`src/ncsu_pkg.sv`:
```
// What this block does
// RULE_01 - Free-space threshold 0..2044, above 1792 disables
// RULE_02 - Free-space cause when free bytes exceed threshold
// RULE_03 - Acknowledging free-space restores the disabled threshold
// RULE_04 - Start sending on threshold or whole packet
// RULE_05 - Start threshold dword-truncated, default 1792, above whole-packet
// RULE_06 - Statistics off at power-up, enable command starts
// RULE_07 - Updates held while disabled, applied after enable; the code holds at most 15 and drops the rest
// RULE_08 - Host disables statistics before reading counters
// RULE_09 - Stop command switches off coaxial converter
// RULE_10 - Host waits 800 us before using AUI
// RULE_11 - Reclaim threshold 3 bits, 256-byte steps, 111 off
// RULE_12 - Reclaim frees per byte; late collision aborts
// RULE_13 - Full power at reset and on power-up command
// RULE_14 - Host resets transmit and receive after wake
// RULE_15 - Power-down stops converter, only power-up accepted
// RULE_16 - State kept in power-down; converter stays off
// RULE_17 - Auto power idles low, wakes on activity
// RULE_18 - Host follows auto power with power-up
// RULE_19 - Status read-only, 16 bits, byte reads allowed
// RULE_20 - Window, busy, reserved zeros, eight cause bits
// RULE_21 - Causes 7..1 interrupt unless either mask clears
// RULE_22 - Host reset clears cause bits, not conditions
// RULE_23 - Upper five bits opcode, lower eleven argument
package ncsu_pkg;
  localparam int CNT_W = 11;
  localparam logic [3:0] STATUS_PORT = 4'hE;
  localparam logic [3:0] CMD_PORT = 4'hE;
  localparam logic [15:0] READ_NONE = 16'h0000;
  // Command field layout
  localparam int OP_HI = 15;
  localparam int OP_LO = 11;
  localparam int ARG_W = 11;
  // Opcodes
  localparam logic [4:0] OP_SEL_WINDOW = 5'h01;
  localparam logic [4:0] OP_COAX_ON = 5'h02;
  localparam logic [4:0] OP_REQ_INT = 5'h0C;
  localparam logic [4:0] OP_ACK_INT = 5'h0D;
  localparam logic [4:0] OP_INT_MASK = 5'h0E;
  localparam logic [4:0] OP_RZ_MASK = 5'h0F;
  localparam logic [4:0] OP_TX_AVAIL = 5'h12;
  localparam logic [4:0] OP_TX_START = 5'h13;
  localparam logic [4:0] OP_STATS_ON = 5'h15;
  localparam logic [4:0] OP_STATS_OFF = 5'h16;
  localparam logic [4:0] OP_COAX_OFF = 5'h17;
  localparam logic [4:0] OP_RECLAIM = 5'h18;
  localparam logic [4:0] OP_POWER_UP = 5'h1B;
  localparam logic [4:0] OP_POWER_DOWN = 5'h1C;
  localparam logic [4:0] OP_POWER_AUTO = 5'h1D;
  // Thresholds
  localparam logic [CNT_W-1:0] THR_MAX = 11'h700;
  localparam logic [CNT_W-1:0] AVAIL_DISABLED = 11'h7FC;
  localparam logic [CNT_W-1:0] START_RESET = 11'h700;
  localparam logic [2:0] RECLAIM_OFF = 3'h7;
  localparam int RECLAIM_SHIFT = 8;
  // Status layout
  localparam int WIN_HI = 15;
  localparam int WIN_LO = 13;
  localparam int BUSY_BIT = 12;
  localparam int C_LATCH = 0;
  localparam int C_FAIL = 1;
  localparam int C_TXDONE = 2;
  localparam int C_FREE = 3;
  localparam int C_RXDONE = 4;
  localparam int C_RXEARLY = 5;
  localparam int C_REQ = 6;
  localparam int C_UPDATE = 7;
  localparam logic [7:0] MASK_RESET = 8'h00;
  localparam logic [2:0] WIN_RESET = 3'h0;
  // Wake-up busy time after a power-up command
  localparam int WAKE_NS = 1000;
  localparam int CLK_NS = 25;
  localparam int WAKE_CYCLES = (WAKE_NS + CLK_NS - 1) / CLK_NS;
  typedef enum logic [1:0] {NCSU_FULL, NCSU_DOWN, NCSU_AUTO_LOW, NCSU_AUTO_UP} ncsu_pwr_t;
endpackage

```
`src/ncsu_busy_timer.sv`:
```
`timescale 1ns/1ps
module ncsu_busy_timer #(
  parameter int CYCLES = 40
) (
  // Clock and reset
  input wire logic clock,
  input wire logic rst,
  // Control
  input wire logic start,
  output logic busy
);
  localparam int CW = $clog2(CYCLES + 1);
  localparam logic [CW-1:0] LOAD = CW'(CYCLES);
  localparam logic [CW-1:0] ONE = CW'(1);
  logic [CW-1:0] count;

  always_ff @(posedge clock or posedge rst) begin
    if (rst) begin
      count <= '0;
      busy <= 1'b0;
    end else if (start) begin
      count <= LOAD;
      busy <= 1'b1;
    end else if (count != '0) begin
      count <= count - ONE;
      busy <= (count != ONE);
    end
  end
endmodule // ncsu_busy_timer

```
`src/ncsu_top.sv`:
```
`timescale 1ns/1ps
module ncsu_top (
  // Clock and reset
  input wire logic clock,
  input wire logic rst,
  // Host I/O port
  input wire logic io_wr,
  input wire logic io_rd,
  input wire logic [3:0] io_addr,
  input wire logic [1:0] io_be,
  input wire logic [15:0] io_wdata,
  output logic [15:0] io_rdata,
  input wire logic host_reset,
  // Transmit FIFO side
  input wire logic [ncsu_pkg::CNT_W-1:0] tx_free_bytes,
  input wire logic [ncsu_pkg::CNT_W-1:0] tx_fifo_bytes,
  input wire logic tx_pkt_pending,
  input wire logic tx_pkt_whole,
  input wire logic [ncsu_pkg::CNT_W-1:0] tx_sent_bytes,
  input wire logic tx_byte_sent,
  input wire logic tx_collision,
  input wire logic tx_status_pending,
  input wire logic tx_status_pop,
  output logic tx_start_ok,
  output logic tx_reclaim_byte,
  output logic tx_abort,
  // Receive and failure conditions
  input wire logic rx_done,
  input wire logic rx_early,
  input wire logic rx_activity,
  input wire logic adapter_fail,
  // Statistics
  input wire logic stat_event,
  input wire logic stat_near_full,
  output logic stat_apply,
  output logic stats_enabled,
  // Power and interrupt
  output logic coax_on,
  output logic power_low,
  output logic int_out
);
  import ncsu_pkg::*;

  function automatic logic [CNT_W-1:0] dword_trunc(input logic [ARG_W-1:0] arg);
    return {arg[ARG_W-1:2], 2'b00};
  endfunction

  function automatic logic thr_on(input logic [CNT_W-1:0] thr);
    return thr <= THR_MAX;
  endfunction

  ////////////////////////////////////////////////////////////////////////////
  logic cmd_take;
  logic cmd_ok;
  logic [4:0] op;
  logic [ARG_W-1:0] arg;
  ncsu_pwr_t pstate;
  logic [2:0] window;
  logic [7:0] int_mask;
  logic [7:0] rz_mask;
  logic [CNT_W-1:0] avail_thr;
  logic [CNT_W-1:0] start_thr;
  logic [2:0] reclaim_thr;
  logic [7:0] cause;
  logic free_cause;
  logic req_cause;
  logic abort_cause;
  logic free_gt;
  logic free_gt_q;
  logic free_rise;
  logic ack_free;
  logic int_cond;
  logic reclaim_crossed;
  logic cmd_busy;
  logic [3:0] stat_pend;
  logic [CNT_W-1:0] reclaim_bytes;

  assign cmd_take = io_wr && io_addr == CMD_PORT && io_be == 2'b11;
  // RULE_23 opcode and argument split
  assign op = io_wdata[OP_HI:OP_LO];
  assign arg = io_wdata[ARG_W-1:0];
  // RULE_15 power-down filter
  assign cmd_ok = cmd_take && (pstate != NCSU_DOWN || op == OP_POWER_UP);

  function automatic logic is_cmd(input logic ok, input logic [4:0] code,
                                  input logic [4:0] want);
    return ok && code == want;
  endfunction

  ncsu_busy_timer #(
    .CYCLES(WAKE_CYCLES)
  ) u_busy (
    .clock(clock),
    .rst(rst),
    .start(is_cmd(cmd_ok, op, OP_POWER_UP) && pstate != NCSU_FULL),
    .busy(cmd_busy)
  );

  ////////////////////////////////////////////////////////////////////////////
  // RULE_20 window number, host reset clears
  always_ff @(posedge clock or posedge rst) begin
    if (rst) begin
      window <= WIN_RESET;
    end else if (host_reset) begin
      window <= WIN_RESET;
    end else if (is_cmd(cmd_ok, op, OP_SEL_WINDOW)) begin
      window <= arg[2:0];
    end
  end

  // RULE_21 mask registers
  always_ff @(posedge clock or posedge rst) begin
    if (rst) begin
      int_mask <= MASK_RESET;
      rz_mask <= MASK_RESET;
    end else begin
      if (is_cmd(cmd_ok, op, OP_INT_MASK)) begin
        int_mask <= arg[7:0];
      end
      if (is_cmd(cmd_ok, op, OP_RZ_MASK)) begin
        rz_mask <= arg[7:0];
      end
    end
  end

  ////////////////////////////////////////////////////////////////////////////
  assign ack_free = is_cmd(cmd_ok, op, OP_ACK_INT) && arg[C_FREE];

  // RULE_01 free-space threshold, RULE_03 disabled again on acknowledge
  always_ff @(posedge clock or posedge rst) begin
    if (rst) begin
      avail_thr <= AVAIL_DISABLED;
    end else if (ack_free) begin
      avail_thr <= AVAIL_DISABLED;
    end else if (is_cmd(cmd_ok, op, OP_TX_AVAIL)) begin
      avail_thr <= dword_trunc(arg);
    end
  end

  // RULE_02 free bytes above threshold
  assign free_gt = thr_on(avail_thr) && tx_free_bytes > avail_thr;
  assign free_rise = free_gt && !free_gt_q;

  always_ff @(posedge clock or posedge rst) begin
    if (rst) begin
      free_gt_q <= 1'b0;
    end else begin
      free_gt_q <= free_gt;
    end
  end

  // Edge set wins over acknowledge and host reset
  always_ff @(posedge clock or posedge rst) begin
    if (rst) begin
      free_cause <= 1'b0;
    end else if (free_rise) begin
      free_cause <= 1'b1;
    end else if (ack_free || host_reset) begin
      free_cause <= 1'b0;
    end
  end

  always_ff @(posedge clock or posedge rst) begin
    if (rst) begin
      req_cause <= 1'b0;
    end else if (is_cmd(cmd_ok, op, OP_REQ_INT)) begin
      req_cause <= 1'b1;
    end else if (host_reset || (is_cmd(cmd_ok, op, OP_ACK_INT) && arg[C_REQ])) begin
      req_cause <= 1'b0;
    end
  end

  ////////////////////////////////////////////////////////////////////////////
  // RULE_05 start threshold, dword truncated
  always_ff @(posedge clock or posedge rst) begin
    if (rst) begin
      start_thr <= START_RESET;
    end else if (is_cmd(cmd_ok, op, OP_TX_START)) begin
      start_thr <= dword_trunc(arg);
    end
  end

  // RULE_04 start on threshold or whole packet
  always_ff @(posedge clock or posedge rst) begin
    if (rst) begin
      tx_start_ok <= 1'b0;
    end else begin
      tx_start_ok <= tx_pkt_pending && (tx_pkt_whole ||
                     (thr_on(start_thr) && tx_fifo_bytes > start_thr));
    end
  end

  ////////////////////////////////////////////////////////////////////////////
  // RULE_11 reclaim threshold, 111 disables
  always_ff @(posedge clock or posedge rst) begin
    if (rst) begin
      reclaim_thr <= RECLAIM_OFF;
    end else if (is_cmd(cmd_ok, op, OP_RECLAIM)) begin
      reclaim_thr <= arg[2:0];
    end
  end

  assign reclaim_bytes = CNT_W'(reclaim_thr) << RECLAIM_SHIFT;
  assign reclaim_crossed = reclaim_thr != RECLAIM_OFF && tx_sent_bytes >= reclaim_bytes;

  // RULE_12 per-byte reclaim and collision abort
  always_ff @(posedge clock or posedge rst) begin
    if (rst) begin
      tx_reclaim_byte <= 1'b0;
      tx_abort <= 1'b0;
    end else begin
      tx_reclaim_byte <= reclaim_crossed && tx_byte_sent;
      tx_abort <= reclaim_crossed && tx_collision;
    end
  end

  // Held until the status entry is popped or a host reset; abort sets the transmit-done cause bit
  always_ff @(posedge clock or posedge rst) begin
    if (rst) begin
      abort_cause <= 1'b0;
    end else if (reclaim_crossed && tx_collision) begin
      abort_cause <= 1'b1;
    end else if (tx_status_pop || host_reset) begin
      abort_cause <= 1'b0;
    end
  end

  ////////////////////////////////////////////////////////////////////////////
  // RULE_06 statistics off at reset
  always_ff @(posedge clock or posedge rst) begin
    if (rst) begin
      stats_enabled <= 1'b0;
    end else if (is_cmd(cmd_ok, op, OP_STATS_ON)) begin
      stats_enabled <= 1'b1;
    end else if (is_cmd(cmd_ok, op, OP_STATS_OFF)) begin
      stats_enabled <= 1'b0;
    end
  end

  // RULE_07 held updates drain one per cycle
  // Saturates at 15 held updates; a longer disable can lose some
  always_ff @(posedge clock or posedge rst) begin
    if (rst) begin
      stat_pend <= 4'h0;
      stat_apply <= 1'b0;
    end else if (stats_enabled) begin
      stat_apply <= stat_event || stat_pend != 4'h0;
      if (!stat_event && stat_pend != 4'h0) begin
        stat_pend <= stat_pend - 4'h1;
      end
    end else begin
      stat_apply <= 1'b0;
      if (stat_event && stat_pend != 4'hF) begin
        stat_pend <= stat_pend + 4'h1;
      end
    end
  end

  ////////////////////////////////////////////////////////////////////////////
  // RULE_09 converter off, RULE_16 stays off until re-enabled
  always_ff @(posedge clock or posedge rst) begin
    if (rst) begin
      coax_on <= 1'b0;
    end else if (is_cmd(cmd_ok, op, OP_COAX_OFF) || is_cmd(cmd_ok, op, OP_POWER_DOWN)) begin
      coax_on <= 1'b0;
    end else if (is_cmd(cmd_ok, op, OP_COAX_ON)) begin
      coax_on <= 1'b1;
    end
  end

  // RULE_13 full power, RULE_15 down, RULE_17 auto
  always_ff @(posedge clock or posedge rst) begin
    if (rst) begin
      pstate <= NCSU_FULL;
    end else if (is_cmd(cmd_ok, op, OP_POWER_UP)) begin
      pstate <= NCSU_FULL;
    end else if (is_cmd(cmd_ok, op, OP_POWER_DOWN)) begin
      pstate <= NCSU_DOWN;
    end else if (is_cmd(cmd_ok, op, OP_POWER_AUTO)) begin
      pstate <= rx_activity ? NCSU_AUTO_UP : NCSU_AUTO_LOW;
    end else begin
      case (pstate)
        NCSU_AUTO_LOW: pstate <= (rx_activity || tx_pkt_pending) ? NCSU_AUTO_UP : NCSU_AUTO_LOW;
        NCSU_AUTO_UP: pstate <= (rx_activity || tx_pkt_pending) ? NCSU_AUTO_UP : NCSU_AUTO_LOW;
        NCSU_DOWN: pstate <= NCSU_DOWN;
        NCSU_FULL: pstate <= NCSU_FULL;
        default: pstate <= NCSU_FULL;
      endcase
    end
  end

  always_ff @(posedge clock or posedge rst) begin
    if (rst) begin
      power_low <= 1'b0;
    end else begin
      power_low <= pstate == NCSU_DOWN || pstate == NCSU_AUTO_LOW;
    end
  end

  ////////////////////////////////////////////////////////////////////////////
  // RULE_20 cause bits; receive-early hidden by receive-done
  always_comb begin
    cause = 8'h00;
    cause[C_FAIL] = adapter_fail;
    cause[C_TXDONE] = tx_status_pending || abort_cause;
    cause[C_FREE] = free_cause;
    cause[C_RXDONE] = rx_done;
    cause[C_RXEARLY] = rx_early && !rx_done;
    cause[C_REQ] = req_cause;
    cause[C_UPDATE] = stat_near_full;
    cause[C_LATCH] = int_out;
  end

  // RULE_21 both masks gate the interrupt
  assign int_cond = |(cause[7:1] & rz_mask[7:1] & int_mask[7:1]);

  // RULE_22 host reset clears latch; live conditions set it again
  always_ff @(posedge clock or posedge rst) begin
    if (rst) begin
      int_out <= 1'b0;
    end else if (int_cond && !host_reset) begin
      int_out <= 1'b1;
    end else if (host_reset || (is_cmd(cmd_ok, op, OP_ACK_INT) && arg[C_LATCH])) begin
      int_out <= 1'b0;
    end
  end

  // RULE_19 read-only status, either byte or both
  always_ff @(posedge clock or posedge rst) begin
    if (rst) begin
      io_rdata <= READ_NONE;
    end else if (io_rd && io_addr == STATUS_PORT) begin
      io_rdata[7:0] <= io_be[0] ? {cause[7:1] & rz_mask[7:1], int_out} : 8'h00;
      io_rdata[15:8] <= io_be[1] ? {window, cmd_busy, 4'h0} : 8'h00;
    end else begin
      io_rdata <= READ_NONE;
    end
  end

  ////////////////////////////////////////////////////////////////////////////
  // Checks
  property p_free_thr_off;
    @(posedge clock) disable iff (rst)
    ack_free |=> avail_thr == AVAIL_DISABLED;
  endproperty
  a_free_thr_off: assert property (p_free_thr_off) else $error("threshold not disabled"); // RULE_03

  property p_free_set;
    @(posedge clock) disable iff (rst)
    free_rise |=> free_cause;
  endproperty
  a_free_set: assert property (p_free_set) else $error("free cause missed"); // RULE_02

  property p_start_whole;
    @(posedge clock) disable iff (rst)
    tx_pkt_pending && tx_pkt_whole |=> tx_start_ok;
  endproperty
  a_start_whole: assert property (p_start_whole) else $error("whole packet not started"); // RULE_04

  property p_stats_held;
    @(posedge clock) disable iff (rst)
    !stats_enabled && stat_event && stat_pend != 4'hF |=> !stat_apply && stat_pend == $past(stat_pend) + 4'h1;
  endproperty
  a_stats_held: assert property (p_stats_held) else $error("update not held"); // RULE_07

  property p_down_coax;
    @(posedge clock) disable iff (rst)
    pstate == NCSU_DOWN |-> !coax_on;
  endproperty
  a_down_coax: assert property (p_down_coax) else $error("converter on in power-down"); // RULE_15

  property p_down_stays;
    @(posedge clock) disable iff (rst)
    pstate == NCSU_DOWN && !is_cmd(cmd_ok, op, OP_POWER_UP) |=> pstate == NCSU_DOWN;
  endproperty
  a_down_stays: assert property (p_down_stays) else $error("woke without power-up"); // RULE_15

  property p_power_up;
    @(posedge clock) disable iff (rst)
    is_cmd(cmd_ok, op, OP_POWER_UP) |=> pstate == NCSU_FULL ##1 !power_low;
  endproperty
  a_power_up: assert property (p_power_up) else $error("power-up not taken"); // RULE_13

  property p_abort;
    @(posedge clock) disable iff (rst)
    reclaim_crossed && tx_collision |=> tx_abort && cause[C_TXDONE];
  endproperty
  a_abort: assert property (p_abort) else $error("collision abort missing"); // RULE_12

  property p_int_raise;
    @(posedge clock) disable iff (rst)
    int_cond && !host_reset |=> int_out;
  endproperty
  a_int_raise: assert property (p_int_raise) else $error("interrupt not raised"); // RULE_21

  property p_host_reset;
    @(posedge clock) disable iff (rst)
    host_reset |=> window == WIN_RESET && !req_cause;
  endproperty
  a_host_reset: assert property (p_host_reset) else $error("host reset incomplete"); // RULE_22
endmodule // ncsu_top

```
`config.mk`:
```
export PLATFORM = sky130hd
export DESIGN_NAME = ncsu_top
export DESIGN_NICKNAME = d
export VERILOG_FILES = /design/src/ncsu_pkg.sv /design/src/ncsu_busy_timer.sv /design/src/ncsu_top.sv
export SDC_FILE = /design/constraint.sdc
export NUM_CORES = 1
export LEC_CHECK = 0
export BUFFER_PORTS_ARGS = -buffer_cell sky130_fd_sc_hd__buf_2
export CAP_MARGIN = 20
export CORE_MARGIN = 8
export CORE_UTILIZATION = 40
export DETAILED_ROUTE_END_ITERATION = 6
export PLACE_DENSITY = 0.62
export REMOVE_ABC_BUFFERS = 1
export SLEW_MARGIN = 20
export SYNTH_ARGS = -nofsm -noshare
export SYNTH_HDL_FRONTEND = slang
export SYNTH_HIERARCHICAL = 1
export SYNTH_SLANG_ARGS = --single-unit
```
`constraint.sdc`:
```
create_clock -name clock -period 2.85 [get_ports clock]
set_input_delay 0.1425 -clock clock [delete_from_list [all_inputs] [get_ports clock]]
set_output_delay 0.1425 -clock clock [all_outputs]
set_load 0.03 [all_outputs]
```
==> results.yml <==
outcome:
  status: "finished, final reports clean"
synthesis:
  synth_top_family_by_area: "simple AND/OR/NAND/NOR gates"
  async_flop_share_pct: 100
  synth_area_um2: 4050
  synth_enable_flop_cells: 0
  ys.flop_type: "dfrtp_1"
  ys_types: 56
  synth_compound_area_share_pct: 9.03
  synth-seq-cells: 75
  ys.warnings.count: 6
  synth_xor_area_share_pct: 0.650
  synth_cells: 391
  synth_seq_area_share_pct: 46.9
  synth-simple-area-share_pct: 18.7
  synth_mux_area_share_pct: 9.68
  synth.avg_cell_area_um2: 10.3
  synthAdderAreaFrac_pct: 9.16
timing:
  drv_slew: 0
  finalCritPeriodShare_pct: 69.2
  tightest_slew_ps: 647
  fmax_mhz: 507
  rsz0062_at_grt: "no"
  hold_violations: 0
  worst_clock_skew_ps: 12.2
  min_period_ps: 1970
  setup_viol: 0
  slew_headroom_pct: 56.7
  finalSetupTns_ps: 0
placed_design:
  io_buffers: 91
  dpl_cell_area_um2: 4640
  dp_hpwl_um: 7640
  gp_congestion: 0.833
power:
  finalPower_mw: 2.73
  p_leak_nw: 2.44
  powerDensity_nw_per_um2: 557
  ir_drop_mv: 0.406
worst_setup_path:
  regToRegSetupSlack_ps: 880
  cp_data_arrival_time_ps: 2200
  worstSetupEndpointType: "flop"
  crit_end: "start_thr[4]"
  worstSetupPathDepth: 6
  startpoint_type: "flop"
  path_delay_family: "simple AND/OR/NAND/NOR gates"
  cp_max_fo: 9
  cp-startpoint: "pstate[1]"
  r2r_end: "start_thr[4]"
  reg2reg_depth: 6
  r2r_start: "pstate[1]"
  cpMaxStageDelayCell: "nor3_4"
  path_cells: "inv_1 > ha_1 > nor2b_1 > nand2_1 > nor3_4 > mux2_2"
  worst-path-buf-inv: 1
  cpPeakStageDelay_ps: 410
  cp.required_ps: 3080
  critPathKind: "reg2reg"
layout:
  num_antenna_cells: 0
  final_cell_mix: "buf_2 (91), dfrtp_1 (60), inv_1 (45)"
  drive_above_1_share_pct: 32.6
  post-route-util_pct: 49.8
  area_growth_pct: 20.9
  nets: 593
  mostFrequentLayoutCell: "buf_2"
  final_area_um2: 4890
flow_run:
  maxCapViolCount: 0
cts:
  clk_latency_ps: 350
  cts.sinks: 75
  cts_setup_buffers: 0
  cts_buffers: 9
  cts_resized: 0
  ctsHoldBuffers: 3
  clockBufferDepth: 2
  cts_tree: "built"
  h-tree-depth: 3
  clk_pin_slew_ps: 90
  ctsRootBufferMaster: "clkbuf_8"
floorplanning:
  io_pins: 96
  die_area_um2: 13600
  core_area_um2: 9820
  die_y_um: 117
  initial_core_util_pct: 41.2
  rows: 36
  fp.dieW_um: 117
global_route:
  grt_overflow_total: 0
  grt_pass1_vias: 3215
  antenna_found_initial: 0
  grt_pass1_wl_um: 15600
  grt_start_max_net_pins: 27
  grt_usage_pct: 14.5
detailed_routing:
  wl_um: 9580
  drt-wirelength-per-cell_um: 15.2
  viasPerCell: 5.10
  ant_nets: 0
  drc: 0
  dr.pass1.iters: 4
  drtIter0Drc: 223
  via_count: 3211
hold_path:
  hold_path.class: "in2reg"
sequential cells by signal, indices dropped and copies added, names as in the netlist, 2 cells and up:
name,cells
avail_thr,9
u_busy/count,6
io_rdata,12
pstate,2
stat_pend,4
start_thr,9
window,3
reclaim_thr,3
int_mask,7
rz_mask,7
layout make-up:
type,instances,area [µm²]
fillers,936,4930
well taps,133,166
repair buffers,97,508
multi-input cells,263,1930
flip-flops and latches,75,1900
clock inverters,7,98.8
inverters,46,173
clock buffers,9,124
stage by stage:
step | hold WS (ps) | std cells | worst slack, ps
after floorplan | -54.1 | 384 | 1020
after global placement | 104 | 611 | 1000
after detailed placement | 109 | 611 | 869
after CTS | 1.86 | 630 | 858
after global routing | 14.4 | 630 | 654
final | 16.7 | 630 | 879
worst min-delay path by stage:
| stage | from | to | slack [ps] | cells after the start |
|---|---|---|---|---|
| 6_report | adapter_fail | io_rdata[1] | 20 | 3 |
| 5_1_grt | adapter_fail | io_rdata[1] | 10 | 3 |
| 2_1_floorplan | rst | u_busy/busy | -50 | 1 |
| 3_5_place_dp | rst | u_busy/count[0] | 110 | 2 |
| 4_1_cts | rx_done | io_rdata[5] | 2 | 2 |
| 3_3_place_gp | rst | u_busy/count[0] | 100 | 2 |
cell usage after synthesis, drive strengths merged (3+ instances only):
library cell | number | share of area [%]
and4b | 3 | 0.77
nand3 | 20 | 2.5
ha | 28 | 8.7
dfrtp | 60 | 37
dfstp | 15 | 9.7
o311ai | 3 | 0.65
a31oi | 4 | 0.62
and3 | 5 | 0.77
nand2 | 28 | 2.8
nor4 | 3 | 0.46
nor2b | 4 | 0.62
nor4b | 3 | 0.65
nand4 | 7 | 1.2
and4 | 5 | 1.1
a211oi | 3 | 0.56
buf | 9 | 1.4
mux2 | 25 | 7.0
nand2b | 3 | 0.46
mux2i | 11 | 2.7
a21oi | 14 | 1.7
nor2 | 28 | 2.7
inv | 46 | 4.3
o211ai | 3 | 0.56
or3 | 3 | 0.49
nor3 | 10 | 1.8
a21o | 3 | 0.56
and2 | 6 | 0.93
o21ai | 10 | 1.2
o31ai | 4 | 0.74
kinds of logic (layout without fill, tap and decap cells):
group	after synthesis	after routing
AND/OR/NAND/NOR	136	136
flip-flops	75	75
buffers and inverters	56	159
AO/OA/AOI/OAI	55	55
multiplexers	36	36
adder cells (fa/ha/maj)	29	29
XOR/XNOR	3	3
other	1	4
report_power, final:
part / switching (mW) / total (mW) / internal (mW) / leakage, nW
registers: 0.0999 / 1.26 / 1.16 / 0.920
logic: 0.292 / 0.546 / 0.254 / 1.41
clock network: 0.419 / 0.918 / 0.499 / 0.110
routing by layer:
layer / vias up / GRT usage (%) / wire length, µm / share of wire [%]
met5: - / 0 / 0 / 0
met4: 0 / 5.20 / 127 / 1.3
met3: 9 / 3.46 / 645 / 6.7
met2: 85 / 23.2 / 4470 / 47
met1: 1538 / 18.8 / 4340 / 45
li1: 1579 / - / - / -
worst min-delay path, cell delays in order:
cell and delay, ps:
buf_2 100, nand2_1 60, nor2_1 40
No activity file was read; power rests on OpenSTA's default activity.
